[src/common/dtx_params.svh]
// Constants for the delayed transaction ordering bridge and its far end
`ifndef DTX_PARAMS_SVH
`define DTX_PARAMS_SVH
`define DTX_ADDR_W 32
`define DTX_DATA_W 32
`define DTX_BE_W 4
`define DTX_NSLOT 4
`define DTX_PMW_DEPTH 4
`define DTX_DISCARD_CLKS 32768
`define DTX_TGT_LAT 2
`define DTX_MEM_WORDS 256
`endif

[src/common/dtx_pkg.sv]
// Types shared by the bridge and its far end
package dtx_pkg;
  typedef enum logic [3:0] {
    CMD_IO_RD = 4'h2,
    CMD_IO_WR = 4'h3,
    CMD_MEM_RD = 4'h6,
    CMD_MEM_WR = 4'h7,
    CMD_CFG_RD = 4'hA,
    CMD_CFG_WR = 4'hB,
    CMD_MEM_RD_MULT = 4'hC,
    CMD_MEM_RD_LINE = 4'hE,
    CMD_MEM_WR_INV = 4'hF
  } dtx_cmd_t;
  typedef enum logic [1:0] {
    RSP_DONE = 2'b00,
    RSP_RETRY = 2'b01,
    RSP_MABORT = 2'b10,
    RSP_TABORT = 2'b11
  } dtx_resp_t;
  typedef enum logic [1:0] {
    SLOT_FREE = 2'b00,
    SLOT_LATCHED = 2'b01,
    SLOT_ATTEMPTED = 2'b10,
    SLOT_HELD = 2'b11
  } dtx_slot_t;
  typedef enum logic [1:0] {
    MST_IDLE = 2'b00,
    MST_REQ = 2'b01,
    MST_GAP = 2'b10
  } dtx_mst_t;
endpackage : dtx_pkg

[src/common/dtx_if.sv]
// Originating and destination bus signals between bridge and far end
`timescale 1ns/1ps
`default_nettype none
interface dtx_if #(
  parameter int AW = 32,
  parameter int DW = 32,
  parameter int BW = 4
);
  // Originating bus: master request, bridge answer
  logic orig_req;
  logic [3:0] orig_cmd;
  logic [AW-1:0] orig_addr;
  logic [BW-1:0] orig_be;
  logic [DW-1:0] orig_wdata;
  logic orig_ack;
  logic [1:0] orig_resp;
  logic [DW-1:0] orig_rdata;
  // Destination bus: bridge request, target answer
  logic dst_req;
  logic dst_posted;
  logic [3:0] dst_cmd;
  logic [AW-1:0] dst_addr;
  logic [BW-1:0] dst_be;
  logic [DW-1:0] dst_wdata;
  logic dst_ack;
  logic [1:0] dst_resp;
  logic [DW-1:0] dst_rdata;

  modport bridge (
    input orig_req, orig_cmd, orig_addr, orig_be, orig_wdata,
    output orig_ack, orig_resp, orig_rdata,
    output dst_req, dst_posted, dst_cmd, dst_addr, dst_be, dst_wdata,
    input dst_ack, dst_resp, dst_rdata
  );
  modport far (
    output orig_req, orig_cmd, orig_addr, orig_be, orig_wdata,
    input orig_ack, orig_resp, orig_rdata,
    input dst_req, dst_posted, dst_cmd, dst_addr, dst_be, dst_wdata,
    output dst_ack, dst_resp, dst_rdata
  );
endinterface : dtx_if
`default_nettype wire

[src/dtx_bridge.sv]
// Bridge end: posted write queue and delayed transaction slots
//
// Summary of operation
// - Slot count is a free parameter
// - Only non-posted commands become delayed
// - Retried masters must repeat the same transaction
// - Attempted request keeps retrying until done
// - Held completion dropped only after timeout
// - Memory writes accepted into queue unless it is full, then retried
// - Slots served in any order
// - Posted writes pass all but posted writes
// - Dependent master transactions wait for completion
// - Retry sets no ordering; completion does
// - Complete means data moved or abort
// - Each pending request repeated on its own
// - Phase one: latch request, answer retry
// - Phase two: execute, hold status and data
// - Phase three: return completion, free slot
// - Memory write commands are always posted
// - Read commands are delayed read requests
// - I/O and config writes are delayed
// - Same-agent requests carry no mutual order
// - Posted writes leave in arrival order
// - Delayed requests, read completions wait writes
// - Completions pass queued delayed requests
// - Posted writes pass blocking completions
`timescale 1ns/1ps
`default_nettype none
`include "dtx_params.svh"
module dtx_bridge #(
  parameter int AW = `DTX_ADDR_W,
  parameter int DW = `DTX_DATA_W,
  parameter int BW = `DTX_BE_W,
  parameter int NSLOT = `DTX_NSLOT,
  parameter int PMW_DEPTH = `DTX_PMW_DEPTH,
  parameter int DISCARD_CLKS = `DTX_DISCARD_CLKS
) (
  // Clock and reset
  input wire logic sys_clk_i,
  input wire logic reset_n_i,
  // Bus side
  dtx_if.bridge bus,
  // Status
  output logic [NSLOT-1:0] slot_busy_o,
  output logic discard_o
);
  localparam int SW = (NSLOT > 1) ? $clog2(NSLOT) : 1;
  localparam int QW = (PMW_DEPTH > 1) ? $clog2(PMW_DEPTH) : 1;
  localparam int PW = QW + 1;
  localparam int TW = $clog2(DISCARD_CLKS) + 1;

  // Posted write commands
  function automatic logic is_posted(input logic [3:0] c);
    return (c == dtx_pkg::CMD_MEM_WR) || (c == dtx_pkg::CMD_MEM_WR_INV);
  endfunction : is_posted

  // Delayed read and delayed write commands
  function automatic logic is_delayed(input logic [3:0] c);
    return (c == dtx_pkg::CMD_IO_RD) || (c == dtx_pkg::CMD_CFG_RD) ||
           (c == dtx_pkg::CMD_MEM_RD) || (c == dtx_pkg::CMD_MEM_RD_LINE) ||
           (c == dtx_pkg::CMD_MEM_RD_MULT) ||
           (c == dtx_pkg::CMD_IO_WR) || (c == dtx_pkg::CMD_CFG_WR);
  endfunction : is_delayed

  // Posted write queue
  logic [AW-1:0] pq_addr [PMW_DEPTH];
  logic [BW-1:0] pq_be [PMW_DEPTH];
  logic [DW-1:0] pq_data [PMW_DEPTH];
  logic [3:0] pq_cmd [PMW_DEPTH];
  logic [PW-1:0] pq_wr_reg;
  logic [PW-1:0] pq_rd_reg;
  logic [PW-1:0] pq_count;
  logic pq_full;
  // Delayed transaction slots
  dtx_pkg::dtx_slot_t sl_state [NSLOT];
  logic [3:0] sl_cmd [NSLOT];
  logic [AW-1:0] sl_addr [NSLOT];
  logic [BW-1:0] sl_be [NSLOT];
  logic [DW-1:0] sl_wdata [NSLOT];
  logic [DW-1:0] sl_rdata [NSLOT];
  logic [1:0] sl_resp [NSLOT];
  logic [PW-1:0] sl_pend [NSLOT];
  logic [TW-1:0] sl_timer [NSLOT];
  // Decisions
  logic take;
  logic push;
  logic hit;
  logic [SW-1:0] hit_idx;
  logic free_ok;
  logic [SW-1:0] free_idx;
  logic give_back;
  logic latch_new;
  logic iss_ok;
  logic [SW-1:0] iss_idx;
  logic dst_from_pmw_reg;
  logic [SW-1:0] dst_slot_reg;
  logic pmw_done;
  logic slot_ack;

  assign pq_count = pq_wr_reg - pq_rd_reg;
  assign pq_full = (pq_count == PW'(PMW_DEPTH));
  assign take = bus.orig_req && !bus.orig_ack;
  assign push = take && is_posted(bus.orig_cmd) && !pq_full;
  assign give_back = take && is_delayed(bus.orig_cmd) && hit &&
                     (sl_state[hit_idx] == dtx_pkg::SLOT_HELD) && (sl_pend[hit_idx] == '0);
  assign latch_new = take && is_delayed(bus.orig_cmd) && !hit && free_ok;
  assign pmw_done = bus.dst_ack && dst_from_pmw_reg && (bus.dst_resp != dtx_pkg::RSP_RETRY);
  assign slot_ack = bus.dst_ack && !dst_from_pmw_reg;

  // Slot search: exact match, free slot, issuable request
  always_comb begin
    hit = 1'b0;
    hit_idx = '0;
    free_ok = 1'b0;
    free_idx = '0;
    iss_ok = 1'b0;
    iss_idx = '0;
    for (int i = NSLOT - 1; i >= 0; i--) begin
      if (sl_state[i] != dtx_pkg::SLOT_FREE && sl_cmd[i] == bus.orig_cmd &&
          sl_addr[i] == bus.orig_addr && sl_be[i] == bus.orig_be &&
          (!sl_cmd[i][0] || sl_wdata[i] == bus.orig_wdata)) begin
        hit = 1'b1;
        hit_idx = SW'(i);
      end
      if (sl_state[i] == dtx_pkg::SLOT_FREE) begin
        free_ok = 1'b1;
        free_idx = SW'(i);
      end
      if ((sl_state[i] == dtx_pkg::SLOT_LATCHED || sl_state[i] == dtx_pkg::SLOT_ATTEMPTED) &&
          sl_pend[i] == '0) begin
        iss_ok = 1'b1;
        iss_idx = SW'(i);
      end
    end
  end

  // Originating bus answer
  always_ff @(posedge sys_clk_i or negedge reset_n_i) begin
    if (!reset_n_i) begin
      bus.orig_ack <= 1'b0;
      bus.orig_resp <= 2'b00;
      bus.orig_rdata <= '0;
    end else begin
      bus.orig_ack <= take;
      if (take) begin
        bus.orig_rdata <= '0;
        if (is_posted(bus.orig_cmd)) begin
          bus.orig_resp <= pq_full ? dtx_pkg::RSP_RETRY : dtx_pkg::RSP_DONE;
        end else if (!is_delayed(bus.orig_cmd)) begin
          bus.orig_resp <= dtx_pkg::RSP_MABORT;
        end else if (give_back) begin
          bus.orig_resp <= sl_resp[hit_idx];
          bus.orig_rdata <= sl_rdata[hit_idx];
        end else begin
          bus.orig_resp <= dtx_pkg::RSP_RETRY;
        end
      end
    end
  end

  // Posted write queue storage and pointers
  always_ff @(posedge sys_clk_i or negedge reset_n_i) begin
    if (!reset_n_i) begin
      pq_wr_reg <= '0;
      pq_rd_reg <= '0;
    end else begin
      if (push) begin
        pq_cmd[pq_wr_reg[QW-1:0]] <= bus.orig_cmd;
        pq_addr[pq_wr_reg[QW-1:0]] <= bus.orig_addr;
        pq_be[pq_wr_reg[QW-1:0]] <= bus.orig_be;
        pq_data[pq_wr_reg[QW-1:0]] <= bus.orig_wdata;
        pq_wr_reg <= pq_wr_reg + PW'(1);
      end
      if (pmw_done) begin
        pq_rd_reg <= pq_rd_reg + PW'(1); // Head leaves only when done
      end
    end
  end

  // Destination bus issue: posted head first, then any ready slot
  always_ff @(posedge sys_clk_i or negedge reset_n_i) begin
    if (!reset_n_i) begin
      bus.dst_req <= 1'b0;
      bus.dst_posted <= 1'b0;
      bus.dst_cmd <= 4'h0;
      bus.dst_addr <= '0;
      bus.dst_be <= '0;
      bus.dst_wdata <= '0;
      dst_from_pmw_reg <= 1'b0;
      dst_slot_reg <= '0;
    end else if (bus.dst_req) begin
      if (bus.dst_ack) begin
        bus.dst_req <= 1'b0;
      end
    end else if (pq_count != '0) begin
      bus.dst_req <= 1'b1;
      bus.dst_posted <= 1'b1;
      bus.dst_cmd <= pq_cmd[pq_rd_reg[QW-1:0]];
      bus.dst_addr <= pq_addr[pq_rd_reg[QW-1:0]];
      bus.dst_be <= pq_be[pq_rd_reg[QW-1:0]];
      bus.dst_wdata <= pq_data[pq_rd_reg[QW-1:0]];
      dst_from_pmw_reg <= 1'b1;
    end else if (iss_ok) begin
      bus.dst_req <= 1'b1;
      bus.dst_posted <= 1'b0;
      bus.dst_cmd <= sl_cmd[iss_idx];
      bus.dst_addr <= sl_addr[iss_idx];
      bus.dst_be <= sl_be[iss_idx];
      bus.dst_wdata <= sl_wdata[iss_idx];
      dst_from_pmw_reg <= 1'b0;
      dst_slot_reg <= iss_idx;
    end
  end

  // Slot life cycle: latch, attempt, hold, retire or discard
  always_ff @(posedge sys_clk_i or negedge reset_n_i) begin
    if (!reset_n_i) begin
      discard_o <= 1'b0;
      for (int i = 0; i < NSLOT; i++) begin
        sl_state[i] <= dtx_pkg::SLOT_FREE;
        sl_cmd[i] <= 4'h0;
        sl_addr[i] <= '0;
        sl_be[i] <= '0;
        sl_wdata[i] <= '0;
        sl_rdata[i] <= '0;
        sl_resp[i] <= 2'b00;
        sl_pend[i] <= '0;
        sl_timer[i] <= '0;
      end
    end else begin
      discard_o <= 1'b0;
      for (int i = 0; i < NSLOT; i++) begin
        if (pmw_done && sl_pend[i] != '0) begin
          sl_pend[i] <= sl_pend[i] - PW'(1);
        end
        if (latch_new && free_idx == SW'(i)) begin
          sl_state[i] <= dtx_pkg::SLOT_LATCHED;
          sl_cmd[i] <= bus.orig_cmd;
          sl_addr[i] <= bus.orig_addr;
          sl_be[i] <= bus.orig_be;
          sl_wdata[i] <= bus.orig_wdata;
          sl_pend[i] <= pmw_done ? pq_count - PW'(1) : pq_count;
        end else if (give_back && hit_idx == SW'(i)) begin
          sl_state[i] <= dtx_pkg::SLOT_FREE;
        end else if (slot_ack && dst_slot_reg == SW'(i)) begin
          if (bus.dst_resp == dtx_pkg::RSP_RETRY) begin
            sl_state[i] <= dtx_pkg::SLOT_ATTEMPTED;
          end else begin
            sl_state[i] <= dtx_pkg::SLOT_HELD;
            sl_resp[i] <= bus.dst_resp;
            sl_rdata[i] <= sl_cmd[i][0] ? '0 : bus.dst_rdata;
            sl_timer[i] <= '0;
            // Read completion waits for writes ahead of it; write completion does not
            sl_pend[i] <= sl_cmd[i][0] ? '0 : pq_count;
          end
        end else if (sl_state[i] == dtx_pkg::SLOT_HELD) begin
          if (sl_timer[i] == TW'(DISCARD_CLKS - 1)) begin
            sl_state[i] <= dtx_pkg::SLOT_FREE;
            discard_o <= 1'b1;
          end else begin
            sl_timer[i] <= sl_timer[i] + TW'(1);
          end
        end
      end
    end
  end

  // Busy slot status
  always_ff @(posedge sys_clk_i or negedge reset_n_i) begin
    if (!reset_n_i) begin
      slot_busy_o <= '0;
    end else begin
      for (int i = 0; i < NSLOT; i++) begin
        slot_busy_o[i] <= (sl_state[i] != dtx_pkg::SLOT_FREE);
      end
    end
  end
endmodule : dtx_bridge
`default_nettype wire

[src/flat_wrapper.sv]
// flat-port wrapper written by rule: the top's interface ports become plain ports
module dtx_bridge_flat 
#(
  parameter int AW = `DTX_ADDR_W,
  parameter int DW = `DTX_DATA_W,
  parameter int BW = `DTX_BE_W,
  parameter int NSLOT = `DTX_NSLOT,
  parameter int PMW_DEPTH = `DTX_PMW_DEPTH,
  parameter int DISCARD_CLKS = `DTX_DISCARD_CLKS
)
  (sys_clk_i, reset_n_i, slot_busy_o, discard_o, bus_orig_req, bus_orig_cmd, bus_orig_addr, bus_orig_be, bus_orig_wdata, bus_orig_ack, bus_orig_resp, bus_orig_rdata, bus_dst_req, bus_dst_posted, bus_dst_cmd, bus_dst_addr, bus_dst_be, bus_dst_wdata, bus_dst_ack, bus_dst_resp, bus_dst_rdata);
  dtx_if #(.AW(AW), .DW(DW), .BW(BW)) bus_i ();
  input wire logic sys_clk_i;
  input wire logic reset_n_i;
  output logic [NSLOT-1:0] slot_busy_o;
  output logic discard_o;
  input wire logic [$bits(bus_i.orig_req)-1:0] bus_orig_req;
  input wire logic [$bits(bus_i.orig_cmd)-1:0] bus_orig_cmd;
  input wire logic [$bits(bus_i.orig_addr)-1:0] bus_orig_addr;
  input wire logic [$bits(bus_i.orig_be)-1:0] bus_orig_be;
  input wire logic [$bits(bus_i.orig_wdata)-1:0] bus_orig_wdata;
  output wire logic [$bits(bus_i.orig_ack)-1:0] bus_orig_ack;
  output wire logic [$bits(bus_i.orig_resp)-1:0] bus_orig_resp;
  output wire logic [$bits(bus_i.orig_rdata)-1:0] bus_orig_rdata;
  output wire logic [$bits(bus_i.dst_req)-1:0] bus_dst_req;
  output wire logic [$bits(bus_i.dst_posted)-1:0] bus_dst_posted;
  output wire logic [$bits(bus_i.dst_cmd)-1:0] bus_dst_cmd;
  output wire logic [$bits(bus_i.dst_addr)-1:0] bus_dst_addr;
  output wire logic [$bits(bus_i.dst_be)-1:0] bus_dst_be;
  output wire logic [$bits(bus_i.dst_wdata)-1:0] bus_dst_wdata;
  input wire logic [$bits(bus_i.dst_ack)-1:0] bus_dst_ack;
  input wire logic [$bits(bus_i.dst_resp)-1:0] bus_dst_resp;
  input wire logic [$bits(bus_i.dst_rdata)-1:0] bus_dst_rdata;
  assign bus_i.orig_req = bus_orig_req;
  assign bus_i.orig_cmd = bus_orig_cmd;
  assign bus_i.orig_addr = bus_orig_addr;
  assign bus_i.orig_be = bus_orig_be;
  assign bus_i.orig_wdata = bus_orig_wdata;
  assign bus_orig_ack = bus_i.orig_ack;
  assign bus_orig_resp = bus_i.orig_resp;
  assign bus_orig_rdata = bus_i.orig_rdata;
  assign bus_dst_req = bus_i.dst_req;
  assign bus_dst_posted = bus_i.dst_posted;
  assign bus_dst_cmd = bus_i.dst_cmd;
  assign bus_dst_addr = bus_i.dst_addr;
  assign bus_dst_be = bus_i.dst_be;
  assign bus_dst_wdata = bus_i.dst_wdata;
  assign bus_i.dst_ack = bus_dst_ack;
  assign bus_i.dst_resp = bus_dst_resp;
  assign bus_i.dst_rdata = bus_dst_rdata;
  dtx_bridge #(.AW(AW), .DW(DW), .BW(BW), .NSLOT(NSLOT), .PMW_DEPTH(PMW_DEPTH), .DISCARD_CLKS(DISCARD_CLKS)) u_core (.sys_clk_i(sys_clk_i), .reset_n_i(reset_n_i), .bus(bus_i), .slot_busy_o(slot_busy_o), .discard_o(discard_o));
endmodule
[config.mk]
export PLATFORM = sky130hd
export DESIGN_NAME = dtx_bridge_flat
export DESIGN_NICKNAME = d
export VERILOG_FILES = /design/src/common/dtx_pkg.sv /design/src/common/dtx_if.sv /design/src/dtx_bridge.sv /design/src/flat_wrapper.sv
export VERILOG_INCLUDE_DIRS = /design/src /design/src/common
export SDC_FILE = /design/constraint.sdc
export NUM_CORES = 2
export LEC_CHECK = 0
export ABC_AREA = 1
export BUFFER_PORTS_ARGS = -buffer_cell sky130_fd_sc_hd__buf_2
export CAP_MARGIN = 20
export CELL_PAD_IN_SITES_DETAIL_PLACEMENT = 2
export CELL_PAD_IN_SITES_GLOBAL_PLACEMENT = 2
export CORE_MARGIN = 2
export CORE_UTILIZATION = 35
export CTS_CLUSTER_SIZE = 25
export DETAILED_ROUTE_END_ITERATION = 10
export GPL_TIMING_DRIVEN = 0
export PLACE_DENSITY = 0.77
export SLEW_MARGIN = 15
export SYNTH_ARGS = -nofsm -noshare
export SYNTH_HDL_FRONTEND = slang
export SYNTH_SLANG_ARGS = --single-unit
[constraint.sdc]
create_clock -name sys_clk_i -period 6.1 [get_ports sys_clk_i]
set_input_delay 1.22 -clock sys_clk_i [delete_from_list [all_inputs] [get_ports sys_clk_i]]
set_output_delay 1.22 -clock sys_clk_i [all_outputs]
set_load 0.005 [all_outputs]
==> reports/results.ini <==
[run_status]
status = completed

[setup_path]
cpPeakStageDelay_ns = 0.70
required_ns = 6.69
critPathSlowestCell = fa_1
critPathCaptureType = flop
crit_chain = clkbuf_4 > inv_1 > clkbuf_2 > clkbuf_1 > fa_1 > inv_1 > ha_1 > ha_1 > clkbuf_2 > inv_1 > nand2_1 > nand2_2 > buf_16 > clkbuf_2 > buf_16 > clkbuf_1 > a31oi_1
worstSetupStartpointType = flop
worstPathArrival_ns = 6.59
critical_path.max_fanout = 10
crit_family = buffers and inverters
crit_type = reg2reg
cp.buffers_inverters = 11

[grt]
grt_max_degree = 97
grt_pass1_vias = 45020
grt_usage_pct = 29.47
grt_pass1_wl_microns = 291500
antenna_found_initial = 22
overflow = 0

[floorplanning]
pin_count = 224
dieHeight_microns = 362.1
rows = 131
fp.dieArea_sq_mm = 0.1311
core_sq_mm = 0.1274
die_w_microns = 362.1
initial_utilization_pct = 35.24

[pwr]
ir_drop_mv = 0.2607
power_leakage_nw = 22.42
pwr_density_cell_mw_per_mm2 = 535.9
p_total_w = 0.02804

[synth]
synth_area_leaders = dfrtp_1 35%, edfxtp_1 19%, nand2_1 11%
synth_fp_nets = 5401
synth_top_area_share_pct = 35.12
synth_common_cells = 1354 x nand2_1, 765 x o21ai_0, 630 x dfrtp_1, 561 x nor2_1, 313 x inv_1
ys_types = 54
synth_edf_count = 288
ys.flop_type = dfrtp_1
yosysTopAreaCell = dfrtp_1
synthArstFlopShare_pct = 68.63
synth_seq_cells = 918
synth_warnings = 0
postSynthAreaPerCell_sq_um = 8.532
ys_seq_area_share_pct = 54.39
synth_area_sq_mm = 0.04488
yosys.cell_count.top_type = nand2_1
syn_inst = 5261

[sta]
hold_ws_ns = 0.3353
finalSetupViolations = 0
rsz0062_at_grt = false
skew_ns = 0.04254
slew_viol_final = 0
fmax_ghz = 0.1664
period_needed_ns = 6.009
max_slew.worst_pin.slew_ns = 1.246
min_period_over_period_pct = 98.50
slew_headroom_pct = 16.94
hold_viol_final = 0
tns_ns = 0

[finish]
final_nets = 5759
areaGrowthSynthToFinish_pct = 16.59
fin_util_pct = 41.09
final_layout_size_suffix_gt1_share_pct = 11.65

[clock_network]
cts.htree.levels = 3
cts_tree = done
insertion_delay_ns = 0.76
clock_path_buffers = 3
cts_made_buffers = 109
cts.clk_slew.worst_paths_ns = 0.06
cts_sinks = 918
cts-root-buf = clkbuf_16

[place]
hpwl_microns = 137200
finalWeightedCongestion = 0.8784
port_buffers = 223

[min_path]
min_path_type = in2async

[routing]
drcViolationCount = 0
routed_via_density = 5.588
wirelength_microns = 193600
ant_nets = 0
wl_per_cell_microns = 26.22
num_vias = 41280
drt-pass1-iter-count = 5
first_iter_violations = 3202

[flow_run]
max_cap_viol_count = 0

==> per-layer routing <==
layer,up-vias,track usage [%],share of wire [%]
met5,-,0,0.027
met4,8,10.30,3.7
met3,349,4.518,5.2
met2,1061,48.43,47
met1,21610,39.53,44
li1,18250,-,-
==> where the power goes <==
| part | leakage, nW | internal, W | switching (W) |
|---|---|---|---|
| sequential | 10.6 | 0.00800 | 0.00150 |
| combinational | 10.0 | 0.00342 | 0.00843 |
| clock | 1.76 | 0.00384 | 0.00286 |
==> timing repair <==
item | in CTS | in global routing
buffers inserted | 0 | 0
pin swaps | 0 | 0
hold buffers | 0 | 0
gates cloned | 0 | 0
resized for setup | 2 | 4
setup endpoints to repair | 146 | 57
==> cell usage in the layout, fill, tap and decap left out, types with 14 or more instances in the layout <==
master / netlist / routed
o21ai_0: 765 / 765
a21oi_1: 74 / 73
a31oi_1: 74 / 74
nor2_1: 561 / 557
nand2_1: 1354 / 1353
clkbuf_8: 0 / 15
inv_2: 65 / 65
nand3_2: 21 / 21
inv_1: 313 / 313
nand4_1: 55 / 55
buf_2: 63 / 286
ha_1: 29 / 29
o22ai_1: 131 / 131
clkbuf_16: 0 / 113
o21ai_1: 88 / 88
clkbuf_1: 203 / 220
clkinv_1: 8 / 20
nor3_1: 49 / 47
xnor2_1: 71 / 71
o21ai_2: 26 / 26
clkinv_2: 0 / 21
dfrtp_1: 630 / 630
a22oi_1: 34 / 34
buf_1: 14 / 14
xor2_1: 96 / 96
or2_2: 14 / 14
nand3_1: 136 / 136
edfxtp_1: 288 / 288
==> metrics by stage <==
step,cell area [sq um],instances,setup WS [ns]
finish,52330,7386,0.09145
floorplan,44890,5261,-0.04777
global route,52330,7383,0.01290
CTS,52300,7377,0.00005418
detailed placement,48680,7170,-0.2596
global placement,48080,7146,-15.65
==> cell type report <==
class                           count  area [sq um]
Inverter                          386          1449
Tap cell                         1662          2079
Clock buffer                      156          3139
Clock inverter                     51         475.5
Buffer                            295          1294
Fill cell                       14170         75020
Multi-Input combinational cell   3662         17800
Antenna cell                        9         22.52
Sequential cell                   918         24410
Timing Repair Buffer              247          1662
==> kinds of logic after synthesis <==
logic type | Yosys count | synth area share [%]
and+or+nand+nor | 2240 | 20.55
xor gates and xnor gates | 167 | 3.259
DFF | 918 | 54.39
adders and majority gates | 30 | 0.8530
buffers and inverters | 681 | 6.074
AOI/OAI and AO/OA | 1225 | 14.87
==> path summary, 6_finish.rpt <==
check	startpoint	to	slack (ns)	depth (start not counted)
hold reg to reg	u_core.bus.orig_rdata[27]	u_core.bus.orig_rdata[27]	0.47	2
setup / recovery	u_core.pq_rd_reg[1]	u_core.bus.dst_wdata[2]	0.09	17
min in group sys_clk_i	u_core.bus.orig_rdata[27]	u_core.bus.orig_rdata[27]	0.47	2
max in group asynchronous	reset_n_i	u_core.sl_timer[12]	3.54	5
hold / removal	reset_n_i	u_core.bus.dst_addr[25]	0.34	1
setup reg to reg	u_core.pq_rd_reg[1]	u_core.bus.dst_wdata[2]	0.09	17
(Power assumes the default switching activity.)
